$ cat src/design/mivec_pkg.sv
// Package of constants and carrier types for the interrupt vectoring block.
// Notes on behaviour
// RL1: fixed priority by vector number; bus-reset/PS2 is 1 highest, wake-up 11 lowest.
// RL2: after reset the fetch address is program address zero, not an interrupt.
// RL3: vector slots are two bytes; address is vector number times two.
// RL4: bus-reset/PS2 at 0x0002, 128 us timer 0x0004, 1.024 ms timer 0x0006.
// RL5: control endpoint 0x0008, second endpoint 0x000A; vectors 6 to 9 unused.
// RL6: all general-purpose pins share one vector at 0x0014.
// RL7: latency is remaining instruction cycles plus ten call plus five jump cycles; here two clear cycles also come before the call.
// RL8: writing wake-up enable zero clears and stops the timer; one runs it.
// RL9: wake-up timer raises periodic interrupts while enabled and awake.
// RL10: reset clears every per-pin interrupt enable register.
// RL11: pin interrupt needs its own enable and the global pin enable.
// RL12: per-pin polarity, zero falling, one rising; polarity resets to zero.
// RL13: after one pin triggers, others locked out until it releases or disables.
// RL14: no priority among pins; acknowledge leaves pin enables untouched.
// RL15: free-running timer raises an interrupt every 1.024 ms when enabled.
// RL16: free-running timer raises an interrupt every 128 us when enabled.
// RL17: firmware should disable both timer interrupts before requesting suspend.
// RL18: bus source picked by mode bit; raised after condition lasts 128 to 256 us.
// RL19: USB mode detects SE0 on both lines; interrupt when SE0 ends.
// RL20: PS2 mode detects long low on serial data; interrupt once detected.
// RL21: USB device address held cleared throughout a bus-reset or PS2 event.
// RL22: bus interrupt may come up to 128 us after the condition is removed.
// RL23: pending source requests only if enabled; best one taken at instruction end.
// RL24: acknowledge clears CPU enable, then the pending flag, then calls the vector.
package mivec_pkg;
   // register indices; byte address is four times the index
   localparam logic [7:0] IDX_GLOBAL_EN = 8'h20;
   localparam logic [7:0] IDX_EP_EN = 8'h21;
   localparam logic [7:0] IDX_P0_EN = 8'h04;
   localparam logic [7:0] IDX_P1_EN = 8'h05;
   localparam logic [7:0] IDX_P0_POL = 8'h06;
   localparam logic [7:0] IDX_P1_POL = 8'h07;
   localparam logic [7:0] IDX_PENDING = 8'h30;
   localparam logic [7:0] IDX_MODE = 8'h31;
   localparam logic [7:0] IDX_WAKE = 8'h32;
   // global enable field positions
   localparam int GE_BUS = 0;
   localparam int GE_T128 = 1;
   localparam int GE_T1024 = 2;
   localparam int GE_GPIO = 6;
   localparam int GE_WAKE = 7;
   // endpoint enable fields and writable mask
   localparam int EE_EP0 = 0;
   localparam logic [7:0] EE_MASK = 8'h07;
   // mode register: bit 0 selects PS2 detection
   localparam int MODE_PS2 = 0;
   // reset values
   localparam logic [7:0] GLOBAL_EN_RST = 8'h00;
   localparam logic [7:0] EP_EN_RST = 8'h00;
   localparam logic [7:0] PIN_EN_RST = 8'h00;
   localparam logic [7:0] PIN_POL_RST = 8'h00;
   localparam logic [7:0] MODE_RST = 8'h00;
   localparam logic [7:0] WAKE_RST = 8'h00;
   localparam logic [15:0] RESET_FETCH = 16'h0000;
   // vector numbers
   localparam logic [3:0] VEC_BUS = 4'h1;
   localparam logic [3:0] VEC_T128 = 4'h2;
   localparam logic [3:0] VEC_T1024 = 4'h3;
   localparam logic [3:0] VEC_EP0 = 4'h4;
   localparam logic [3:0] VEC_EP1 = 4'h5;
   localparam logic [3:0] VEC_GPIO = 4'hA;
   localparam logic [3:0] VEC_WAKE = 4'hB;
   localparam int VEC_COUNT = 11;
   localparam int VEC_SLOT_BYTES = 2;
   // timing
   localparam int CLK_HZ = 25_000_000;
   localparam int CLK_NS = 1_000_000_000 / CLK_HZ;
   localparam int T128_NS = 128_000;
   localparam int T128_CYC = T128_NS / CLK_NS;
   localparam int TICKS_PER_1024 = 8;
   localparam int BUS_DET_TICKS = 2;
   localparam logic [3:0] CALL_CYC = 4'hA;
   localparam logic [3:0] JMP_CYC = 4'h5;
   localparam int WAKE_BASE_TICKS = 32;

   typedef struct packed {
      logic psel;
      logic penable;
      logic pwrite;
      logic [11:0] paddr;
      logic [31:0] pwdata;
   } mivec_apb_req_type;

   typedef struct packed {
      logic pready;
      logic pslverr;
      logic [31:0] prdata;
   } mivec_apb_rsp_type;

   typedef enum logic [1:0] {
      ST_IDLE = 2'b00,
      ST_CLR_PEND = 2'b01,
      ST_CALL = 2'b11,
      ST_JMP = 2'b10
   } mivec_ack_state_type;
endpackage

$ cat src/design/mivec_top.sv
// Interrupt vectoring, source enables, timers, pin and bus event detection.
module mivec_top
   import mivec_pkg::*;
#(
   parameter int TICK_CYC = T128_CYC,       // cycles per 128 us tick
   parameter int WAKE_TICKS = WAKE_BASE_TICKS // 1.024 ms ticks per wake period unit
) (
   input wire logic clk_sys,                // system clock
   input wire logic rst_b,                  // async reset, active low
   input wire mivec_apb_req_type apb_req,   // APB request
   output mivec_apb_rsp_type apb_rsp,       // APB response
   input wire logic [9:0] gpio_pin,         // general-purpose pins, async
   input wire logic usb_dp,                 // USB D+ pin, async
   input wire logic usb_dm,                 // USB D- pin, async
   input wire logic ps2_serial_data_pin,    // PS2 data pin, async
   input wire logic ep0_event,              // control_endpoint_zero event pulse
   input wire logic ep1_event,              // second_endpoint event pulse
   input wire logic part_awake,             // part is not suspended
   input wire logic cpu_gie,                // CPU global interrupt enable
   input wire logic cpu_instr_done,         // instruction boundary pulse
   output logic cpu_gie_clear,              // pulse: clear CPU global enable
   output logic irq_request,                // an enabled request is pending
   output logic cpu_call,                   // automatic call in progress
   output logic service_start,              // pulse: first service_routine fetch
   output logic [15:0] fetch_addr,          // vector address being called
   output logic usb_addr_clear,             // hold USB device address cleared
   output logic bus_event_seen              // sticky bus event status
);
   // ****************************************************
   // registers and synchronisers
   // ****************************************************
   logic [7:0] global_en_q, ep_en_q, p0_en_q, p1_en_q, p0_pol_q, p1_pol_q;
   logic [7:0] mode_q, wake_q;
   logic [VEC_COUNT:1] pend_q;
   logic [VEC_COUNT:1] pend_set, pend_clr, pend_en;
   logic [12:0] pin_s1_q, pin_s2_q;
   logic [9:0] gpio_s, pin_en, pin_pol, trig_now, trig_prev_q;
   logic dp_s, dm_s, ps2_s;

   always_ff @(posedge clk_sys or negedge rst_b) begin
      if (!rst_b) begin
         pin_s1_q <= '0;
         pin_s2_q <= '0;
      end else begin
         pin_s1_q <= {ps2_serial_data_pin, usb_dm, usb_dp, gpio_pin};
         pin_s2_q <= pin_s1_q;
      end
   end
   assign gpio_s = pin_s2_q[9:0];
   assign dp_s = pin_s2_q[10];
   assign dm_s = pin_s2_q[11];
   assign ps2_s = pin_s2_q[12];

   // ****************************************************
   // APB slave
   // ****************************************************
   logic setup, wr_en;
   logic [7:0] idx;
   logic [31:0] rd_mux, prdata_q;
   logic mapped, mapped_q;

   assign setup = apb_req.psel & ~apb_req.penable;
   assign idx = apb_req.paddr[9:2];
   assign wr_en = apb_req.psel & apb_req.penable & apb_req.pwrite & mapped;

   always_comb begin
      rd_mux = '0;
      mapped = (apb_req.paddr[11:10] == 2'b00);
      unique case (idx)
         IDX_GLOBAL_EN: rd_mux[7:0] = global_en_q & 8'hC7;
         IDX_EP_EN: rd_mux[7:0] = ep_en_q;
         IDX_P0_EN: rd_mux[7:0] = p0_en_q;
         IDX_P1_EN: rd_mux[7:0] = {6'h00, p1_en_q[1:0]};
         IDX_P0_POL: rd_mux[7:0] = p0_pol_q;
         IDX_P1_POL: rd_mux[7:0] = {6'h00, p1_pol_q[1:0]};
         IDX_PENDING: rd_mux[15:0] = {3'h0, bus_event_seen, pend_q, 1'b0};
         IDX_MODE: rd_mux[7:0] = mode_q;
         IDX_WAKE: rd_mux[7:0] = wake_q;
         default: mapped = 1'b0;
      endcase
   end

   // read data is captured in the setup cycle so it leaves a flip-flop
   always_ff @(posedge clk_sys or negedge rst_b) begin
      if (!rst_b) begin
         prdata_q <= '0;
         mapped_q <= 1'b0;
      end else if (setup) begin
         prdata_q <= apb_req.pwrite ? 32'h0000_0000 : rd_mux;
         mapped_q <= mapped;
      end
   end

   assign apb_rsp.pready = 1'b1;
   assign apb_rsp.pslverr = apb_req.psel & apb_req.penable & ~mapped_q;
   assign apb_rsp.prdata = prdata_q;

   logic wake_write;
   assign wake_write = wr_en & (idx == IDX_GLOBAL_EN);

   always_ff @(posedge clk_sys or negedge rst_b) begin
      if (!rst_b) begin
         global_en_q <= GLOBAL_EN_RST;
         ep_en_q <= EP_EN_RST;
         p0_en_q <= PIN_EN_RST; // [RL10]
         p1_en_q <= PIN_EN_RST; // [RL10]
         p0_pol_q <= PIN_POL_RST; // [RL12]
         p1_pol_q <= PIN_POL_RST; // [RL12]
         mode_q <= MODE_RST;
         wake_q <= WAKE_RST;
      end else if (wr_en) begin
         unique case (idx)
            IDX_GLOBAL_EN: global_en_q <= apb_req.pwdata[7:0] & 8'hC7;
            IDX_EP_EN: ep_en_q <= apb_req.pwdata[7:0] & EE_MASK;
            IDX_P0_EN: p0_en_q <= apb_req.pwdata[7:0];
            IDX_P1_EN: p1_en_q <= {6'h00, apb_req.pwdata[1:0]};
            IDX_P0_POL: p0_pol_q <= apb_req.pwdata[7:0];
            IDX_P1_POL: p1_pol_q <= {6'h00, apb_req.pwdata[1:0]};
            IDX_MODE: mode_q <= {7'h00, apb_req.pwdata[0]};
            IDX_WAKE: wake_q <= apb_req.pwdata[7:0];
            default: ;
         endcase
      end
   end

   // ****************************************************
   // free-running timer
   // ****************************************************
   logic [15:0] tick_cnt_q;
   logic [2:0] tick8_q;
   logic tick128, tick1024;

   assign tick128 = (tick_cnt_q == 16'(TICK_CYC - 1));
   assign tick1024 = tick128 & (tick8_q == 3'(TICKS_PER_1024 - 1));

   always_ff @(posedge clk_sys or negedge rst_b) begin
      if (!rst_b) begin
         tick_cnt_q <= '0;
         tick8_q <= '0;
      end else begin
         tick_cnt_q <= tick128 ? 16'h0000 : tick_cnt_q + 16'h0001;
         if (tick128) begin
            tick8_q <= tick8_q + 3'h1;
         end
      end
   end

   // ****************************************************
   // wake-up timer
   // ****************************************************
   logic [15:0] wake_cnt_q;
   logic [15:0] wake_limit;
   logic wake_fire;

   // period is (wake_q + 1) base units, so periods come in whole multiples
   assign wake_limit = 16'((32'(wake_q) + 32'h1) * 32'(WAKE_TICKS) - 32'h1);
   assign wake_fire = global_en_q[GE_WAKE] & tick1024 & (wake_cnt_q == wake_limit);

   always_ff @(posedge clk_sys or negedge rst_b) begin
      if (!rst_b) begin
         wake_cnt_q <= '0;
      end else if (wake_write && !apb_req.pwdata[GE_WAKE]) begin
         wake_cnt_q <= '0; // [RL8]
      end else if (global_en_q[GE_WAKE] && tick1024) begin
         wake_cnt_q <= wake_fire ? 16'h0000 : wake_cnt_q + 16'h0001; // [RL8]
      end
   end

   // ****************************************************
   // bus reset / PS2 activity detection
   // ****************************************************
   logic bus_cond, bus_det_q, bus_cond_q, bus_fire, bus_seen_q;
   logic [1:0] bus_ticks_q;

   // selected condition, chosen by the mode bit
   assign bus_cond = mode_q[MODE_PS2] ? ~ps2_s : (~dp_s & ~dm_s); // [RL18] [RL19] [RL20]

   // two ticks of persistence land between 128 and 256 us from the start
   always_ff @(posedge clk_sys or negedge rst_b) begin
      if (!rst_b) begin
         bus_ticks_q <= '0;
         bus_det_q <= 1'b0;
         bus_cond_q <= 1'b0;
      end else begin
         bus_cond_q <= bus_cond;
         if (!bus_cond) begin
            bus_ticks_q <= '0;
         end else if (tick128 && bus_ticks_q != 2'(BUS_DET_TICKS)) begin
            bus_ticks_q <= bus_ticks_q + 2'h1; // [RL18]
         end
         if (bus_cond && tick128 && bus_ticks_q == 2'(BUS_DET_TICKS - 1)) begin
            bus_det_q <= 1'b1;
         end else if (!bus_cond && !mode_q[MODE_PS2]) begin
            bus_det_q <= 1'b0;
         end else if (!bus_cond) begin
            bus_det_q <= 1'b0;
         end
      end
   end

   // PS2 fires on detection; USB fires when the long SE0 ends
   assign bus_fire = mode_q[MODE_PS2]
      ? (bus_cond && tick128 && bus_ticks_q == 2'(BUS_DET_TICKS - 1)) // [RL20]
      : (bus_det_q & ~bus_cond & bus_cond_q); // [RL19] [RL22]

   assign usb_addr_clear = bus_cond & (bus_det_q | (bus_ticks_q != 2'h0)); // [RL21]

   always_ff @(posedge clk_sys or negedge rst_b) begin
      if (!rst_b) begin
         bus_seen_q <= 1'b0;
      end else if (bus_fire) begin
         bus_seen_q <= 1'b1;
      end else if (wr_en && idx == IDX_PENDING && apb_req.pwdata[15]) begin
         bus_seen_q <= 1'b0;
      end
   end
   assign bus_event_seen = bus_seen_q;

   // ****************************************************
   // general-purpose pin interrupts
   // ****************************************************
   logic lock_q;
   logic [3:0] lock_pin_q;
   logic [9:0] pin_edge;
   logic gpio_fire, lock_release;
   logic [3:0] first_pin;

   assign pin_en = {p1_en_q[1:0], p0_en_q};
   assign pin_pol = {p1_pol_q[1:0], p0_pol_q};

   genvar g;
   generate
      for (g = 0; g < 10; g++) begin : g_pin
         assign trig_now[g] = ~(gpio_s[g] ^ pin_pol[g]); // [RL12]
         assign pin_edge[g] = trig_now[g] & ~trig_prev_q[g] & pin_en[g]; // [RL11]
      end
   endgenerate

   // pins are equal peers: an edge fires unless the locked pin still triggers, the lowest index is tracked
   always_comb begin
      first_pin = 4'h0;
      for (int i = 9; i >= 0; i--) begin
         if (pin_edge[i]) begin
            first_pin = 4'(i); // [RL14]
         end
      end
   end

   assign lock_release = ~trig_now[lock_pin_q] | ~pin_en[lock_pin_q]; // [RL13]
   assign gpio_fire = (|pin_edge) & (~lock_q | lock_release); // [RL13]

   always_ff @(posedge clk_sys or negedge rst_b) begin
      if (!rst_b) begin
         trig_prev_q <= '1;
         lock_q <= 1'b0;
         lock_pin_q <= '0;
      end else begin
         trig_prev_q <= trig_now;
         if (gpio_fire) begin
            lock_q <= 1'b1; // [RL13]
            lock_pin_q <= first_pin;
         end else if (lock_q && lock_release) begin
            lock_q <= 1'b0; // [RL13]
         end
      end
   end

   // ****************************************************
   // pending flags and priority
   // ****************************************************
   mivec_ack_state_type state_q;
   logic gie_clear_q;
   logic [3:0] best_num, serve_num_q, cnt_q;
   logic any_req;

   always_comb begin
      pend_set = '0;
      pend_set[VEC_BUS] = bus_fire;
      pend_set[VEC_T128] = tick128; // [RL16]
      pend_set[VEC_T1024] = tick1024; // [RL15]
      pend_set[VEC_EP0] = ep0_event;
      pend_set[VEC_EP1] = ep1_event;
      pend_set[VEC_GPIO] = gpio_fire; // [RL6]
      pend_set[VEC_WAKE] = wake_fire & part_awake; // [RL9]
      pend_en = '0;
      pend_en[VEC_BUS] = global_en_q[GE_BUS];
      pend_en[VEC_T128] = global_en_q[GE_T128]; // [RL16]
      pend_en[VEC_T1024] = global_en_q[GE_T1024]; // [RL15]
      pend_en[VEC_EP0] = ep_en_q[EE_EP0];
      pend_en[VEC_EP1] = |ep_en_q[2:1];
      pend_en[VEC_GPIO] = global_en_q[GE_GPIO]; // [RL11]
      pend_en[VEC_WAKE] = global_en_q[GE_WAKE];
      pend_clr = '0;
      // flag clears only after the cycle that clears the core enable
      if (state_q == ST_CLR_PEND && !gie_clear_q) begin
         pend_clr[serve_num_q] = 1'b1; // [RL24]
      end
   end

   // set wins over clear; vectors 6 to 9 never get a source
   always_ff @(posedge clk_sys or negedge rst_b) begin
      if (!rst_b) begin
         pend_q <= '0;
      end else begin
         pend_q <= (pend_q & ~pend_clr) | pend_set; // [RL5]
      end
   end

   always_comb begin
      best_num = 4'h0;
      for (int v = VEC_COUNT; v >= 1; v--) begin
         if (pend_q[v] && pend_en[v]) begin
            best_num = 4'(v); // [RL1] [RL23]
         end
      end
   end
   assign any_req = |(pend_q & pend_en); // [RL23]
   assign irq_request = any_req;

   // ****************************************************
   // acknowledge sequence
   // ****************************************************
   logic start_q;
   logic [15:0] fetch_q;

   always_ff @(posedge clk_sys or negedge rst_b) begin
      if (!rst_b) begin
         state_q <= ST_IDLE;
         serve_num_q <= '0;
         cnt_q <= '0;
         gie_clear_q <= 1'b0;
         start_q <= 1'b0;
         fetch_q <= RESET_FETCH; // [RL2]
      end else begin
         gie_clear_q <= 1'b0;
         start_q <= 1'b0;
         unique case (state_q)
            ST_IDLE: begin
               if (cpu_instr_done && cpu_gie && any_req) begin
                  gie_clear_q <= 1'b1; // [RL24] [RL23]
                  serve_num_q <= best_num;
                  state_q <= ST_CLR_PEND;
               end
            end
            ST_CLR_PEND: begin
               if (!gie_clear_q) begin
                  // slot address is the number times the slot width
                  fetch_q <= 16'(32'(serve_num_q) * VEC_SLOT_BYTES); // [RL3] [RL4] [RL5] [RL6]
                  cnt_q <= CALL_CYC - 4'h1; // [RL7]
                  state_q <= ST_CALL; // [RL24]
               end
            end
            ST_CALL: begin
               if (cnt_q == 4'h0) begin
                  cnt_q <= JMP_CYC - 4'h1; // [RL7]
                  state_q <= ST_JMP;
               end else begin
                  cnt_q <= cnt_q - 4'h1;
               end
            end
            ST_JMP: begin
               if (cnt_q == 4'h0) begin
                  start_q <= 1'b1; // [RL7]
                  state_q <= ST_IDLE;
               end else begin
                  cnt_q <= cnt_q - 4'h1;
               end
            end
         endcase
      end
   end

   assign cpu_gie_clear = gie_clear_q;
   assign cpu_call = (state_q == ST_CALL);
   assign service_start = start_q;
   assign fetch_addr = fetch_q;
endmodule

$ cat config.mk
export PLATFORM = sky130hd
export DESIGN_NAME = mivec_top
export DESIGN_NICKNAME = d
export VERILOG_FILES = /design/src/design/mivec_pkg.sv /design/src/design/mivec_top.sv
export SDC_FILE = /design/constraint.sdc
export NUM_CORES = 1
export LEC_CHECK = 0
export ABC_AREA = 1
export BUFFER_PORTS_ARGS = -buffer_cell sky130_fd_sc_hd__buf_2
export CORE_MARGIN = 2
export CORE_UTILIZATION = 58
export DETAILED_ROUTE_END_ITERATION = 10
export HOLD_SLACK_MARGIN = 0.03
export PLACE_DENSITY = 0.81
export REMOVE_ABC_BUFFERS = 1
export SLEW_MARGIN = 40
export SYNTH_ARGS = -nofsm -noshare
export SYNTH_HDL_FRONTEND = slang
export SYNTH_SLANG_ARGS = --single-unit
$ cat constraint.sdc
create_clock -name clk_sys -period 3.1 [get_ports clk_sys]
set_clock_uncertainty 0.1 [all_clocks]
set_input_delay 0 -clock clk_sys [delete_from_list [all_inputs] [get_ports clk_sys]]
set_output_delay 0 -clock clk_sys [all_outputs]
set_load 0.01 [all_outputs]
======== After elaboration in Yosys (flattened, before gate mapping) ========
Cells that the tools add are included.
Widths: inputs -> output; s select.
cells by class
  muxes and demuxes ....................... 56
  magnitude comparators ................... 3
  add/subtract/negate cells ............... 7
  eq/ne operators ......................... 24
  bitwise gates (word level) .............. 82
  reduce and logical (&&, ||, !) cells .... 48
operators with widths
  kind                   count
  $mux 16                5
  $mux 4                 20
  $pmux 8 s9             1
  $eq 8x6->1 const B     5
  $and 1x1->1            35
  $add 16x1->16 const B  2
  $eq 8x3->1 const B     4
  $not 1->1              30
  $and 11x11->11         2
  $logic_and 1x1->1      20
  $reduce_and 2->1       10
  $mux 1                 17
  $eq 16x12->1 const B   1
  $eq 16x16->1           1
  $sub 14x1->15 const B  1
  $mux 2                 6
  $pmux 4 s3             1
  $mux 11                1
  $not 11->11            1
  $or 11x11->11          1
  $reduce_or 11->1       1
  $lt 4x5->1 const B     2
  $ne 2x2->1 const B     5
  $reduce_or 10->1       1
  other kinds (25)       47
storage, ports and cells
  register bits after elaboration ......... 178
  input port bits ......................... 67

======== Logic depth before layout (Yosys ltp) ========
Gate-level depths: netlist of run 1.
  depth in word-level cells ............... 14
  gate-level depth with buffers ........... 17

======== Least setup slack after synthesis of run 1 ========
OpenSTA, ideal clock, no wires.
  path kind ............................... flip-flop to flip-flop
  start ................................... reg wake_q[0]
  end ..................................... reg wake_cnt_q[5]
  path slack .............................. 0.947 ns
  data arrival time ....................... 1.935 ns
  setup time .............................. 0.117 ns
  stages on the path, launching flop included .. 15
  required time ........................... 2.883 ns
  path through ............................ dfrtp_1 ha_1 nor2_2 nand3_1 clkinv_1 nand3_4 nor2_4 nand3b_1 nand2_1 nand2_1 nor2_2 nand2_2 buf_6 nand3_1 nand2_1
on the way
  longest elaborated chain between the ends .. 7
RTL lines
  what                      RTL line          RTL
  start: declaration        mivec_top.sv:33   logic [7:0] mode_q, wake_q;
  start signal: assignment  mivec_top.sv:120  IDX_WAKE: wake_q <= apb_req.pwdata[7:0];
  $add 8x1->9               mivec_top.sv:156  assign wake_limit = 16'((32'(wake_q) + 32'h1) * 32'(WAKE_TICKS) - 32'h1);
  $sub 14x1->15             mivec_top.sv:156
  $eq 16x16->1              mivec_top.sv:157  assign wake_fire = global_en_q[GE_WAKE] & tick1024 & (wake_cnt_q == wake_limit);
  $and 1x1->1               mivec_top.sv:157
  $mux 16                   mivec_top.sv:165  wake_cnt_q <= wake_fire ? 16'h0000 : wake_cnt_q + 16'h0001;
  $mux 16                   mivec_top.sv:164  end else if (global_en_q[GE_WAKE] && tick1024) begin
  $mux 16                   mivec_top.sv:162  end else if (wake_write && !apb_req.pwdata[GE_WAKE]) begin
  end signal: assignment    mivec_top.sv:165
  end: declaration          mivec_top.sv:151  logic [15:0] wake_cnt_q;
No other way between the ends. The select of a mux whose other input is x is not followed.
A chain may end at the register's enable or synchronous reset.

======== Final worst setup path of run 1 ========
  start ................................... reg wake_q[0]
  end ..................................... reg wake_cnt_q[15]
The elaborated chain is that of the path after synthesis.

==> Implementation_results.wiki, run 1 <==
{| class="wikitable"
! Metric !! Value
|-
| Instance count after placement with tap cells included || 1291
|-
| Final standard cell utilization of the core || 69.61%
|-
| Fmax || 394.0 MHz
|-
| Number of failing setup endpoints in the final timing report || 0
|-
| Arrival time at the worst endpoint || 2.75 ns
|-
| Commonest non-fill, non-tap cell in the layout || sky130_fd_sc_hd__nand2_1
|-
| Kind of start point of the critical path || flop
|-
| Total Routing Usage GR || 27.66%
|-
| Number of H-tree levels || 4
|-
| Wire length per cell after detailed routing || 14.48 µm
|-
| Sequential-to-total area share from yosys stat || 47.96%
|-
| First DRT Iteration DRCs || 575
|-
| Status || complete, no violations
|-
| Leading cell types in the layout, fill and taps excluded || sky130_fd_sc_hd__nand2_1 (321), sky130_fd_sc_hd__dfrtp_1 (149), sky130_fd_sc_hd__inv_1 (127), sky130_fd_sc_hd__o21ai_0 (85), sky130_fd_sc_hd__nor2_1 (80)
|-
| Cell area power density || 518.0 nW/µm²
|-
| Die width || 123.8 µm
|-
| Count of fill cells added during filler insertion || 1112
|-
| Clock sinks || 159
|-
| Number of standard cells after synthesis || 1059
|-
| Largest fanout on the critical path || 14
|-
| Leakage power || 4.870 nW
|-
| Crit path required time || 3.31 ns
|-
| Final Routed Wirelength || 19670 µm
|-
| DRT antenna net count || 0
|-
| Number of top-level design ports || 123
|-
| Number of flip-flops and latches in the synthesized netlist || 159
|-
| Avg Synthesized Cell Area || 7.858 µm²
|-
| Total number of yosys warnings || 0
|-
| Period utilization || 81.87%
|-
| Path type of the worst min-delay path || input port to async pin
|-
| CTS tree || done
|-
| CTS-repair resized insts || 0
|-
| Number of diodes added for antenna fixing || 0
|-
| Layout overhead on the synthesized area || 16.57%
|-
| Family with the most delay on the worst path || simple AND/OR/NAND/NOR gates
|-
| Critical setup path kind || flop to flop
|-
| Root Driver || sky130_fd_sc_hd__clkbuf_16
|-
| Setup TNS || 0 ns
|-
| DRC violation count after routing || 0
|-
| Number of different library cells in the post-synthesis netlist || 48
|-
| Tightest Pin Transition || 0.6881 ns
|-
| Pins Over Slew Limit || 0
|-
| Total gr overflow || 0
|-
| Max VDD drop || 0.5026 mV
|-
| Latest clock arrival within the worst-skew pair || 0.43 ns
|-
| Number of optimization iterations in the first detailed-route pass || 5
|-
| Number of port buffers || 65
|-
| Crit-path cells || ha_1, nand2_1, nor2_1, nand2_1, nand2_2, nand3_1, nor2_2, nand3_1, nand2_1, inv_2, nor2_2, nand2_2, nand2_1, o21ai_0
|-
| Post-detailed-placement half-perimeter wirelength || 13940 µm
|-
| Core outline area || 13930 µm²
|-
| Global-route wire length before repair || 32460 µm
|-
| Clock Path Buffers || 2
|-
| Antenna violations before repair || 0
|-
| Routed via count divided by cell count || 5.295
|-
| Die area || 15320 µm²
|-
| Proportion of layout cells with a drive suffix above 1 || 12.81%
|-
| Area of the mapped netlist || 8322 µm²
|-
| Unrepaired setup endpoints after global routing || no
|-
| Slowest stage cell on the critical path || sky130_fd_sc_hd__dfrtp_1
|-
| Effective utilization at floorplan || 59.72%
|-
| Final weighted congestion of routability-driven global placement || 0.8723
|-
| Minimum clock period || 2.538 ns
|-
| Final Hold Fails || 0
|-
| Rel. slew slack || 54.13%
|-
| Cell repeated most along the worst path || sky130_fd_sc_hd__nand2_1
|-
| Clock edge transition at the registers on the reported setup and hold paths || 0.06 ns
|-
| Largest net degree at the start of global routing || 76
|-
| Delay contributed by the slowest stage of the critical path || 0.52 ns
|-
| Count of buffers added by post-CTS timing repair for setup || 0
|-
| Post-layout nets || 1243
|-
| Row count || 43
|-
| Die height || 123.8 µm
|-
| Number of buffers inserted during clock tree synthesis || 17
|-
| Critical Path End Type || flop
|-
| Buffers plus inverters on the worst setup path || 1
|-
| Number of standard cells in the layout, taps in and fillers out || 1359
|-
| Post-cts hold buffer count || 36
|-
| Total number of vias || 7196
|-
| Max-cap viol count || 0
|-
| Tot Pwr || 5.025 mW
|-
| Via count of the first global-routing pass || 6928
|}
[per-stage QoR]
stage | cell area, µm² | setup slack, ns | hold WS [ns]
4_1_cts | 9701 | 0.5812 | 0.04445
3_5_place_dp | 8712 | 0.6263 | -0.02999
2_1_floorplan | 8113 | 0.9825 | -0.3956
3_3_place_gp | 8712 | 0.7102 | -0.03565
5_1_grt | 9701 | 0.2752 | 0.1024
6_report | 9701 | 0.5620 | 0.05393
[power by group]
part | internal (mW) | leakage, nW | switching (mW)
clock | 1.38 | 0.300 | 0.820
sequential | 2.21 | 2.04 | 0.0806
combinational | 0.191 | 2.53 | 0.349
[Yosys cell counts (all sizes together)]
| cell | instances | share of area, % |
|---|---|---|
| nor2 | 97 | 5.2 |
| o2111ai | 3 | 0.32 |
| a22o | 2 | 0.21 |
| nand3b | 3 | 0.32 |
| xnor2 | 4 | 0.42 |
| nand3 | 64 | 4.3 |
| o21bai | 1 | 0.090 |
| a21boi | 1 | 0.090 |
| clkbuf | 4 | 0.18 |
| ha | 10 | 1.5 |
| nor3 | 17 | 1.2 |
| a31oi | 2 | 0.15 |
| dfrtp | 149 | 45 |
| clkinv | 4 | 0.18 |
| o21a | 2 | 0.18 |
| o22ai | 3 | 0.23 |
| nand4 | 17 | 1.3 |
| a21oi | 15 | 0.90 |
| xor2 | 22 | 2.3 |
| inv | 134 | 6.0 |
| a211oi | 2 | 0.18 |
| nor3b | 1 | 0.090 |
| and3 | 2 | 0.15 |
| o21ai | 97 | 5.8 |
| o211ai | 1 | 0.090 |
| dfstp | 10 | 3.2 |
| buf | 43 | 3.7 |
| o32ai | 1 | 0.11 |
| nand2 | 331 | 15 |
| a32o | 5 | 0.60 |
| conb | 2 | 0.090 |
| a21o | 1 | 0.090 |
| a221oi | 3 | 0.32 |
| nor4 | 3 | 0.23 |
| or2 | 3 | 0.23 |
[flip-flops by register name (all words and copies together) (netlist names), 3 cells and up]
signal	cells
pin_s2_q	13
wake_cnt_q	16
tick8_q	3
prdata_q	13
wake_q	8
global_en_q	5
pend_q	11
ep_en_q	3
lock_pin_q	4
serve_num_q	4
p0_en_q	8
p0_pol_q	8
trig_prev_q	10
pin_s1_q	13
tick_cnt_q	16
fetch_addr	4
cnt_q	4
[cells by family (layout without fill, tap and decap cells)]
kind of cell             Yosys count  after routing  share of synthesized area, %
adder cells (fa/ha/maj)           10             10                         1.504
XOR/XNOR                          26             26                         2.736
flip-flops                       159            159                         47.96
buffers and inverters            185            275                         10.09
AND/OR/NAND/NOR                  538            538                         28.24
other                              2             32                       0.09025
AO/OA/AOI/OAI                    139            139                         9.382
[layout make-up]
class | count | area [µm²] | share of cell area [%]
multi-input combinational | 745 | 3603 | 37.15
sequential | 159 | 3991 | 41.15
timing repair buffer | 105 | 734.5 | 7.571
clock inverter | 7 | 122.6 | 1.264
inverter | 138 | 518.0 | 5.340
clock buffer | 25 | 505.5 | 5.211
tap | 180 | 225.2 | 2.322
[path summary, 6_finish.rpt]
| path | end | slack (ns) | depth (start not counted) | start |
|---|---|---|---|---|
| min in group clk_sys | mode_q[0] | 0.08 | 6 | apb_req[40] |
| max | wake_cnt_q[15] | 0.56 | 14 | wake_q[0] |
| max in group asynchronous | tick_cnt_q[8] | 1.95 | 3 | rst_b |
| min | cnt_q[3] | 0.05 | 2 | rst_b |
| max reg2reg | wake_cnt_q[15] | 0.56 | 14 | wake_q[0] |
| min reg2reg | pin_s2_q[4] | 0.25 | 0 | pin_s1_q[4] |
[layer usage]
layer / vias to the layer above / track usage (%) / part of all wire, %
li1: 3538 / - / -
met1: 3365 / 34.92 / 42
met2: 240 / 45.67 / 49
met3: 53 / 6.364 / 5.9
met4: 0 / 12.14 / 3.3
met5: - / 0 / 0
[worst register-to-register path, cell delays in order (launching register included)]
cell and delay (ns):
sky130_fd_sc_hd__dfrtp_1 0.52, sky130_fd_sc_hd__ha_1 0.28, sky130_fd_sc_hd__nand2_1 0.08, sky130_fd_sc_hd__nor2_1 0.13, sky130_fd_sc_hd__nand2_1 0.10, sky130_fd_sc_hd__nand2_2 0.12
sky130_fd_sc_hd__nand3_1 0.13, sky130_fd_sc_hd__nor2_2 0.16, sky130_fd_sc_hd__nand3_1 0.10, sky130_fd_sc_hd__nand2_1 0.09, sky130_fd_sc_hd__inv_2 0.04, sky130_fd_sc_hd__nor2_2 0.16
sky130_fd_sc_hd__nand2_2 0.21, sky130_fd_sc_hd__nand2_1 0.11, sky130_fd_sc_hd__o21ai_0 0.08
No activity file was read; power rests on OpenSTA's default activity.
==> run 2, diff against run 1 <==
--- a/config.mk
+++ b/config.mk
@@ -8,10 +8,10 @@
 export ABC_AREA = 1
 export BUFFER_PORTS_ARGS = -buffer_cell sky130_fd_sc_hd__buf_2
 export CORE_MARGIN = 2
-export CORE_UTILIZATION = 58
+export CORE_UTILIZATION = 52
 export DETAILED_ROUTE_END_ITERATION = 10
 export HOLD_SLACK_MARGIN = 0.03
-export PLACE_DENSITY = 0.81
+export PLACE_DENSITY = 0.77
 export REMOVE_ABC_BUFFERS = 1
 export SLEW_MARGIN = 40
 export SYNTH_ARGS = -nofsm -noshare
==> constraint.sdc (replaced) <==
create_clock -name clk_sys -period 2.3 [get_ports clk_sys]
set_clock_uncertainty 0.1 [all_clocks]
set_input_delay 0 -clock clk_sys [delete_from_list [all_inputs] [get_ports clk_sys]]
set_output_delay 0 -clock clk_sys [all_outputs]
set_load 0.01 [all_outputs]
==> Implementation_results.wiki, run 2 (synthesis gave the netlist of run 1 again) <==
{| class="wikitable"
! Metric !! Value
|-
| Status || complete, no violations (unchanged)
|-
| Tot Pwr || 6.670 mW (was 5.025 mW)
|-
| Number of buffers inserted during clock tree synthesis || 17 (unchanged)
|-
| Path type of the worst min-delay path || input port to flop (was input port to async pin)
|-
| Placed Area || 8832 µm² (was 8712 µm²)
|-
| Instance count after placement with tap cells included || 1337 (was 1291)
|-
| Arrival time at the worst endpoint || 2.41 ns (was 2.75 ns)
|-
| Tightest Pin Transition || 0.5225 ns (was 0.6881 ns)
|-
| Number of diodes added for antenna fixing || 0 (unchanged)
|-
| Via count of the first global-routing pass || 6925 (was 6928)
|-
| First DRT Iteration DRCs || 452 (was 575)
|-
| Antenna violations before repair || 0 (unchanged)
|-
| Fmax || 454.4 MHz (was 394.0 MHz)
|-
| Setup TNS || 0 ns (unchanged)
|-
| Row count || 46 (was 43)
|-
| Number of H-tree levels || 4 (unchanged)
|-
| Effective utilization at floorplan || 52.77% (was 59.72%)
|-
| Hold Path Origin || apb_req[46]
|-
| Number of top-level design ports || 123 (unchanged)
|-
| Final WS setup || 0.09953 ns (was 0.5620 ns)
|-
| CTS tree || done (unchanged)
|-
| Placement-stage worst setup slack || -0.05733 ns (was 0.6263 ns)
|-
| Root Driver || sky130_fd_sc_hd__clkbuf_16 (unchanged)
|-
| DRC violation count after routing || 0 (unchanged)
|-
| Cell area power density || 662.3 nW/µm² (was 518.0 nW/µm²)
|-
| Top flop regs || tick_cnt_q x16, wake_cnt_q x16 (unchanged)
|-
| Clock edge transition at the registers on the reported setup and hold paths || 0.06 ns (about the same)
|-
| Largest net degree at the start of global routing || 72 (was 76)
|-
| Total number of vias || 7291 (was 7196)
|-
| Reg-to-Reg Start || wake_q[0] (unchanged)
|-
| Number of port buffers || 65 (unchanged)
|-
| Post-detailed-placement half-perimeter wirelength || 14250 µm (was 13940 µm)
|-
| DRT antenna net count || 0 (unchanged)
|-
| Kind of start point of the critical path || flop (unchanged)
|-
| Finished Cell Area || 10070 µm² (was 9701 µm²)
|-
| Final Hold Fails || 0 (unchanged)
|-
| Global-route wire length before repair || 32790 µm (was 32460 µm)
|-
| Die area || 17030 µm² (was 15320 µm²)
|-
| Core outline area || 15770 µm² (was 13930 µm²)
|-
| Crit path required time || 2.51 ns (was 3.31 ns)
|-
| Period utilization || 95.67% (was 81.87%)
|-
| Commonest non-fill, non-tap cell in the layout || sky130_fd_sc_hd__nand2_1 (unchanged)
|-
| CP Launch Point || wake_q[0] (unchanged)
|-
| Number of standard cells in the layout, taps in and fillers out || 1418 (was 1359)
|-
| Number of failing setup endpoints in the final timing report || 0 (unchanged)
|-
| Critical Path End Type || flop (unchanged)
|-
| Clock sinks || 159 (unchanged)
|-
| Die height || 130.5 µm (was 123.8 µm)
|-
| Final weighted congestion of routability-driven global placement || 0.9073 (was 0.8723)
|-
| Max VDD drop || 0.5270 mV (was 0.5026 mV)
|-
| Total Routing Usage GR || 24.85% (was 27.66%)
|-
| Number of optimization iterations in the first detailed-route pass || 5 (unchanged)
|-
| Proportion of layout cells with a drive suffix above 1 || 16.14% (was 12.81%)
|-
| Total gr overflow || 0 (unchanged)
|-
| Rel. slew slack || 65.13% (was 54.13%)
|-
| Clock Path Buffers || 2 (unchanged)
|-
| Pins Over Slew Limit || 0 (unchanged)
|-
| Max-cap viol count || 0 (unchanged)
|-
| Largest fanout on the critical path || 7 (was 14)
|-
| Leading cell types in the layout, fill and taps excluded || sky130_fd_sc_hd__nand2_1 (313), sky130_fd_sc_hd__dfrtp_1 (146), sky130_fd_sc_hd__inv_1 (127), sky130_fd_sc_hd__o21ai_0 (84), sky130_fd_sc_hd__nor2_1 (74) (was sky130_fd_sc_hd__nand2_1 (321), sky130_fd_sc_hd__dfrtp_1 (149), sky130_fd_sc_hd__inv_1 (127), sky130_fd_sc_hd__o21ai_0 (85), sky130_fd_sc_hd__nor2_1 (80))
|-
| Die width || 130.5 µm (was 123.8 µm)
|-
| Minimum clock period || 2.200 ns (was 2.538 ns)
|-
| Routed via count divided by cell count || 5.142 (was 5.295)
|-
| Critical setup path kind || flop to flop (unchanged)
|-
| Leakage power || 4.979 nW (was 4.870 nW)
|-
| Wire length per cell after detailed routing || 14.40 µm (was 14.48 µm)
|-
| Final Routed Wirelength || 20420 µm (was 19670 µm)
|-
| Latest clock arrival within the worst-skew pair || 0.44 ns (was 0.43 ns)
|-
| Layout overhead on the synthesized area || 21.02% (was 16.57%)
|-
| Post-layout nets || 1267 (was 1243)
|}
[run 2: cell count changes in the layout (fill, tap and decap cells not counted), sizes merged]
cell / before / now
nand2: 331 / 332
buf: 69 / 86
clkinv: 5 / 7
dlygate4sd3: 36 / 42
inv: 135 / 137
bufinv: 3 / 2
clkbuf: 25 / 21
[run 2: per-stage QoR]
| stage | util (%) | hold slack, ns |
|---|---|---|
| 6_report | 63.86 | 0.09486 |
| 5_1_grt | 63.86 | 0.1002 |
| 4_1_cts | 62.82 | 0.04955 |
| 3_5_place_dp | 56.01 | -0.1162 |
| 3_3_place_gp | 56.01 | -0.1187 |
| 2_1_floorplan | - | -0.3956 |
[run 2: critical path: stages, from the launching register on]
cell and delay (ns):
sky130_fd_sc_hd__dfrtp_2 0.46, sky130_fd_sc_hd__ha_4 0.20, sky130_fd_sc_hd__inv_1 0.08, sky130_fd_sc_hd__nand2_1 0.09, sky130_fd_sc_hd__nand3_2 0.11, sky130_fd_sc_hd__clkinv_1 0.11
sky130_fd_sc_hd__nand3_4 0.13, sky130_fd_sc_hd__buf_4 0.12, sky130_fd_sc_hd__o21bai_1 0.08, sky130_fd_sc_hd__nand3_2 0.08, sky130_fd_sc_hd__nand2_2 0.07, sky130_fd_sc_hd__nor2_4 0.21
sky130_fd_sc_hd__nand2_4 0.12, sky130_fd_sc_hd__nand2_1 0.08, sky130_fd_sc_hd__o21ai_1 0.07
[run 2: worst paths after layout]
path / to / slack, ns / cells after the start
max in group asynchronous: wake_cnt_q[10] / 0.78 / 4
worst max-delay path: wake_cnt_q[14] / 0.1 / 14
min in group asynchronous: pend_q[8] / 0.53 / 3
worst min register to register: pin_s2_q[7] / 0.25 / 0
worst max register to register: wake_cnt_q[14] / 0.1 / 14
worst min-delay path: bus_event_seen / 0.09 / 5
[run 2: cell type report]
class / instances / area [µm²]
fill: 1360 / 5699
inverter: 138 / 520.5
timing repair buffer: 128 / 925.9
clock buffer: 21 / 460.4
tap: 216 / 270.3
clock inverter: 10 / 130.1
sequential: 159 / 3995
multi-input combinational: 746 / 3769
[run 2: routing by layer]
layer  track usage (%)  wire (µm)  up-vias  part of all wire, %
met4             10.45        629        0                  3.1
met2             41.33      10060      195                   49
li1                  -          -     3585                    -
met1             32.10       8804     3453                   43
met3             4.764        920       58                  4.5
met5                 0          0        -                    0
[run 2: power by group]
| group | leakage [nW] | total [mW] | switching (mW) | internal (mW) |
|---|---|---|---|---|
| combinational | 2.66 | 0.745 | 0.475 | 0.270 |
| sequential | 2.04 | 3.09 | 0.113 | 2.97 |
| clock | 0.282 | 2.84 | 1.17 | 1.67 |
| total | 4.98 | 6.67 | 1.76 | 4.91 |
[run 2: timing repair]
action / in CTS / in global routing
pin swaps: 1 / 13
endpoints found under the setup margin: 14 / 20
endpoints found under the hold margin: 223 / 0
gates resized for setup: 8 / 34
hold buffers: 42 / 0
setup buffers: 2 / 5
gates cloned: 1 / 0
==> run 3, diff against run 2 <==
--- a/config.mk
+++ b/config.mk
@@ -7,13 +7,15 @@
 export LEC_CHECK = 0
 export ABC_AREA = 1
 export BUFFER_PORTS_ARGS = -buffer_cell sky130_fd_sc_hd__buf_2
+export CELL_PAD_IN_SITES_DETAIL_PLACEMENT = 0
+export CELL_PAD_IN_SITES_GLOBAL_PLACEMENT = 1
 export CORE_MARGIN = 2
-export CORE_UTILIZATION = 52
+export CORE_UTILIZATION = 38
 export DETAILED_ROUTE_END_ITERATION = 10
 export HOLD_SLACK_MARGIN = 0.03
-export PLACE_DENSITY = 0.77
+export PLACE_DENSITY_LB_ADDON = 0.1
 export REMOVE_ABC_BUFFERS = 1
-export SLEW_MARGIN = 40
+export SLEW_MARGIN = 20
 export SYNTH_ARGS = -nofsm -noshare
 export SYNTH_HDL_FRONTEND = slang
 export SYNTH_SLANG_ARGS = --single-unit
==> Implementation_results.wiki, run 3 (synthesis gave the netlist of run 1 again) <==
{| class="wikitable"
! Metric !! Value
|-
| Effective utilization at floorplan || 38.37% (was 52.77%)
|-
| Total Routing Usage GR || 18.80% (was 24.85%)
|-
| Commonest non-fill, non-tap cell in the layout || sky130_fd_sc_hd__nand2_1 (unchanged)
|-
| Arrival time at the worst endpoint || 2.41 ns (about the same)
|-
| Slowest stage cell on the critical path || sky130_fd_sc_hd__dfrtp_2 (unchanged)
|-
| Final Hold Fails || 0 (unchanged)
|-
| Tot Pwr || 6.761 mW (was 6.670 mW)
|-
| Row count || 54 (was 46)
|-
| Total gr overflow || 0 (unchanged)
|-
| Crit-path cells || ha_4, nor2_4, nand3_2, inv_2, nand3_4, nor2_4, nand2_1, nand3_1, nand2_1, nor2_4, nand2_4, nand2_1, o21ai_0 (was ha_4, inv_1, nand2_1, nand3_2, clkinv_1, nand3_4, buf_4, o21bai_1, nand3_2, nand2_2, nor2_4, nand2_4, nand2_1, o21ai_1)
|-
| Number of optimization iterations in the first detailed-route pass || 4 (was 5)
|-
| Proportion of layout cells with a drive suffix above 1 || 18.02% (was 16.14%)
|-
| Number of buffers inserted during clock tree synthesis || 17 (unchanged)
|-
| Leakage power || 5.052 nW (was 4.979 nW)
|-
| Final Routed Wirelength || 21630 µm (was 20420 µm)
|-
| Top flop regs || tick_cnt_q x16, wake_cnt_q x16 (unchanged)
|-
| Comb power frac || 10.9% (was 11.2%)
|-
| Unrepaired setup endpoints after global routing || yes
|-
| Wire length per cell after detailed routing || 14.52 µm (was 14.40 µm)
|-
| Antenna violations before repair || 0 (unchanged)
|-
| Fmax || 453.5 MHz (was 454.4 MHz)
|-
| Number of port buffers || 65 (unchanged)
|-
| Reg-to-Reg Start || wake_q[1] (was wake_q[0])
|-
| Switching share of power || 27.77% (was 26.42%)
|-
| Cell Int Power || 4.883 mW (was 4.908 mW)
|-
| Max-cap viol count || 0 (unchanged)
|-
| Global-route wire length before repair || 34720 µm (was 32790 µm)
|-
| Period utilization || 95.88% (was 95.67%)
|-
| Layout overhead on the synthesized area || 23.53% (was 21.02%)
|-
| Post-detailed-placement half-perimeter wirelength || 15850 µm (was 14250 µm)
|-
| Number of top-level design ports || 123 (unchanged)
|-
| Setup TNS || 0 ns (unchanged)
|-
| Die width || 152.0 µm (was 130.5 µm)
|-
| Post-layout nets || 1274 (was 1267)
|-
| Pins Over Slew Limit || 0 (unchanged)
|-
| Net Switching || 1.878 mW (was 1.762 mW)
|-
| Critical Path End Type || flop (unchanged)
|-
| Final standard cell utilization of the core || 47.40% (was 63.86%)
|-
| Largest fanout on the critical path || 7 (unchanged)
|-
| Max VDD drop || 0.4730 mV (was 0.5270 mV)
|-
| DRC violation count after routing || 0 (unchanged)
|-
| Reg power frac || 45.5% (was 46.3%)
|-
| Routed via count divided by cell count || 4.712 (was 5.142)
|-
| Clock edge transition at the registers on the reported setup and hold paths || 0.07 ns (was 0.06 ns)
|-
| Die area || 23100 µm² (was 17030 µm²)
|-
| Worst R2R Setup Slack || 0.09 ns (was 0.1 ns)
|-
| Total number of vias || 7021 (was 7291)
|-
| RR Endpoint || wake_cnt_q[14] (unchanged)
|-
| Cell area power density || 657.7 nW/µm² (was 662.3 nW/µm²)
|-
| First DRT Iteration DRCs || 369 (was 452)
|-
| Number of failing setup endpoints in the final timing report || 0 (unchanged)
|-
| Clock sinks || 159 (unchanged)
|-
| Register-to-Register Path Depth || 13 (was 14)
|-
| Portion of total power attributed to the clock network || 43.6% (was 42.6%)
|-
| Kind of start point of the critical path || flop (unchanged)
|-
| Status || complete, no violations (unchanged)
|-
| Root Driver || sky130_fd_sc_hd__clkbuf_16 (unchanged)
|-
| Crit path required time || 2.51 ns (about the same)
|-
| Core outline area || 21690 µm² (was 15770 µm²)
|-
| Path type of the worst min-delay path || input port to async pin (was input port to flop)
|-
| Clock Path Buffers || 2 (unchanged)
|-
| Via count of the first global-routing pass || 6745 (was 6925)
|-
| Number of H-tree levels || 4 (unchanged)
|-
| Minimum clock period || 2.205 ns (was 2.200 ns)
|-
| Critical setup path kind || flop to flop (unchanged)
|-
| Die height || 152.0 µm (was 130.5 µm)
|-
| Final weighted congestion of routability-driven global placement || 0.8214 (was 0.9073)
|-
| DRT antenna net count || 0 (unchanged)
|-
| Number of diodes added for antenna fixing || 0 (unchanged)
|-
| Rel. slew slack || 64.30% (was 65.13%)
|-
| Largest net degree at the start of global routing || 52 (was 72)
|-
| Delay contributed by the slowest stage of the critical path || 0.45 ns (was 0.46 ns)
|-
| CTS tree || done (unchanged)
|-
| Latest clock arrival within the worst-skew pair || 0.43 ns (was 0.44 ns)
|-
| Tightest Pin Transition || 0.5350 ns (was 0.5225 ns)
|-
| Leading cell types in the layout, fill and taps excluded || sky130_fd_sc_hd__nand2_1 (308), sky130_fd_sc_hd__dfrtp_1 (146), sky130_fd_sc_hd__inv_1 (127), sky130_fd_sc_hd__o21ai_0 (84), sky130_fd_sc_hd__nor2_1 (71) (was sky130_fd_sc_hd__nand2_1 (313), sky130_fd_sc_hd__dfrtp_1 (146), sky130_fd_sc_hd__inv_1 (127), sky130_fd_sc_hd__o21ai_0 (84), sky130_fd_sc_hd__nor2_1 (74))
|}
run 3: cell count changes in the layout (fill, tap and decap cells not counted), moves of 2 or more:
cell | previous run | this run
sky130_fd_sc_hd__buf_4 | 19 | 26
sky130_fd_sc_hd__buf_6 | 2 | 5
sky130_fd_sc_hd__clkbuf_1 | 2 | 0
sky130_fd_sc_hd__clkbuf_8 | 2 | 0
sky130_fd_sc_hd__clkinv_4 | 4 | 2
sky130_fd_sc_hd__dlygate4sd3_1 | 42 | 37
sky130_fd_sc_hd__inv_6 | 1 | 5
sky130_fd_sc_hd__nand2_1 | 313 | 308
sky130_fd_sc_hd__nand2_2 | 16 | 19
sky130_fd_sc_hd__nand2_4 | 3 | 5
sky130_fd_sc_hd__nand3_1 | 55 | 53
sky130_fd_sc_hd__nand3_2 | 5 | 8
sky130_fd_sc_hd__nor2_1 | 74 | 71
sky130_fd_sc_hd__nor2_4 | 10 | 12
run 3: critical path: cells and delay by family, from the launching register on:
| family | cells | cell delay (ns) |
|---|---|---|
| flip-flops | 1 | 0.45 |
| AND/OR/NAND/NOR | 10 | 1.10 |
| adder cells (fa/ha/maj) | 1 | 0.27 |
| buffers and inverters | 1 | 0.10 |
| AO/OA/AOI/OAI | 1 | 0.08 |
run 3: final cells by class:
type	count	area, µm²
fillers	2179	11410
clock buffers	17	425.4
flip-flops and latches	159	3995
repair buffers	135	1010
multi-input cells	746	3797
clock inverters	15	178.9
inverters	138	523.0
well taps	280	350.3
run 3: per-stage QoR:
stage               instances  hold slack (ns)  worst slack (ns)  cell area (µm²)
finish                   1490          0.05687           0.09483            10280
global placement         1417          -0.1130           0.03474             9045
global route             1490          0.08890          -0.05125            10280
detailed placement       1417          -0.1084         -0.004080             9045
CTS                      1487          0.04296           0.02237            10050
floorplan                1042          -0.3956            0.1825             8113
run 3: metal layers:
layer | vias up | track usage (%) | share of wire (%)
met5 | - | 0 | 0
met4 | 0 | 4.406 | 1.2
met3 | 21 | 3.337 | 3.1
met2 | 121 | 30.91 | 47
met1 | 3275 | 25.99 | 48
li1 | 3604 | - | -
run 3: what timing repair did:
action                     in CTS  in global routing
hold endpoints to repair      224                  0
resized for setup               1                 56
setup endpoints to repair      14                 24
gates cloned                    0                  1
pin swaps                       0                 17
setup buffers                   0                  2
hold buffers                   38                  0
run 3: power groups by stage:
stage / Combinational, mW / Sequential (mW) / Clock (mW)
3_5_place_dp: 0.692 / 3.12 / 0
3_3_place_gp: 0.687 / 3.13 / 0
2_1_floorplan: 0.401 / 3.12 / 0
6_report: 0.739 / 3.07 / 2.95
4_1_cts: 0.748 / 3.07 / 3.02
5_1_grt: 0.853 / 3.10 / 3.14
run 3: how the worst max path moves through the flow:
stage / startpoint / slack, ns / to
2_1_floorplan: wake_q[0] / 0.18 / wake_cnt_q[13]
3_3_place_gp: wake_q[1] / 0.03 / wake_cnt_q[13]
3_5_place_dp: wake_q[1] / -0.004 / wake_cnt_q[15]
4_1_cts: wake_q[1] / 0.02 / wake_cnt_q[14]
5_1_grt: wake_q[0] / -0.05 / wake_cnt_q[14]
6_report: wake_q[1] / 0.09 / wake_cnt_q[14]
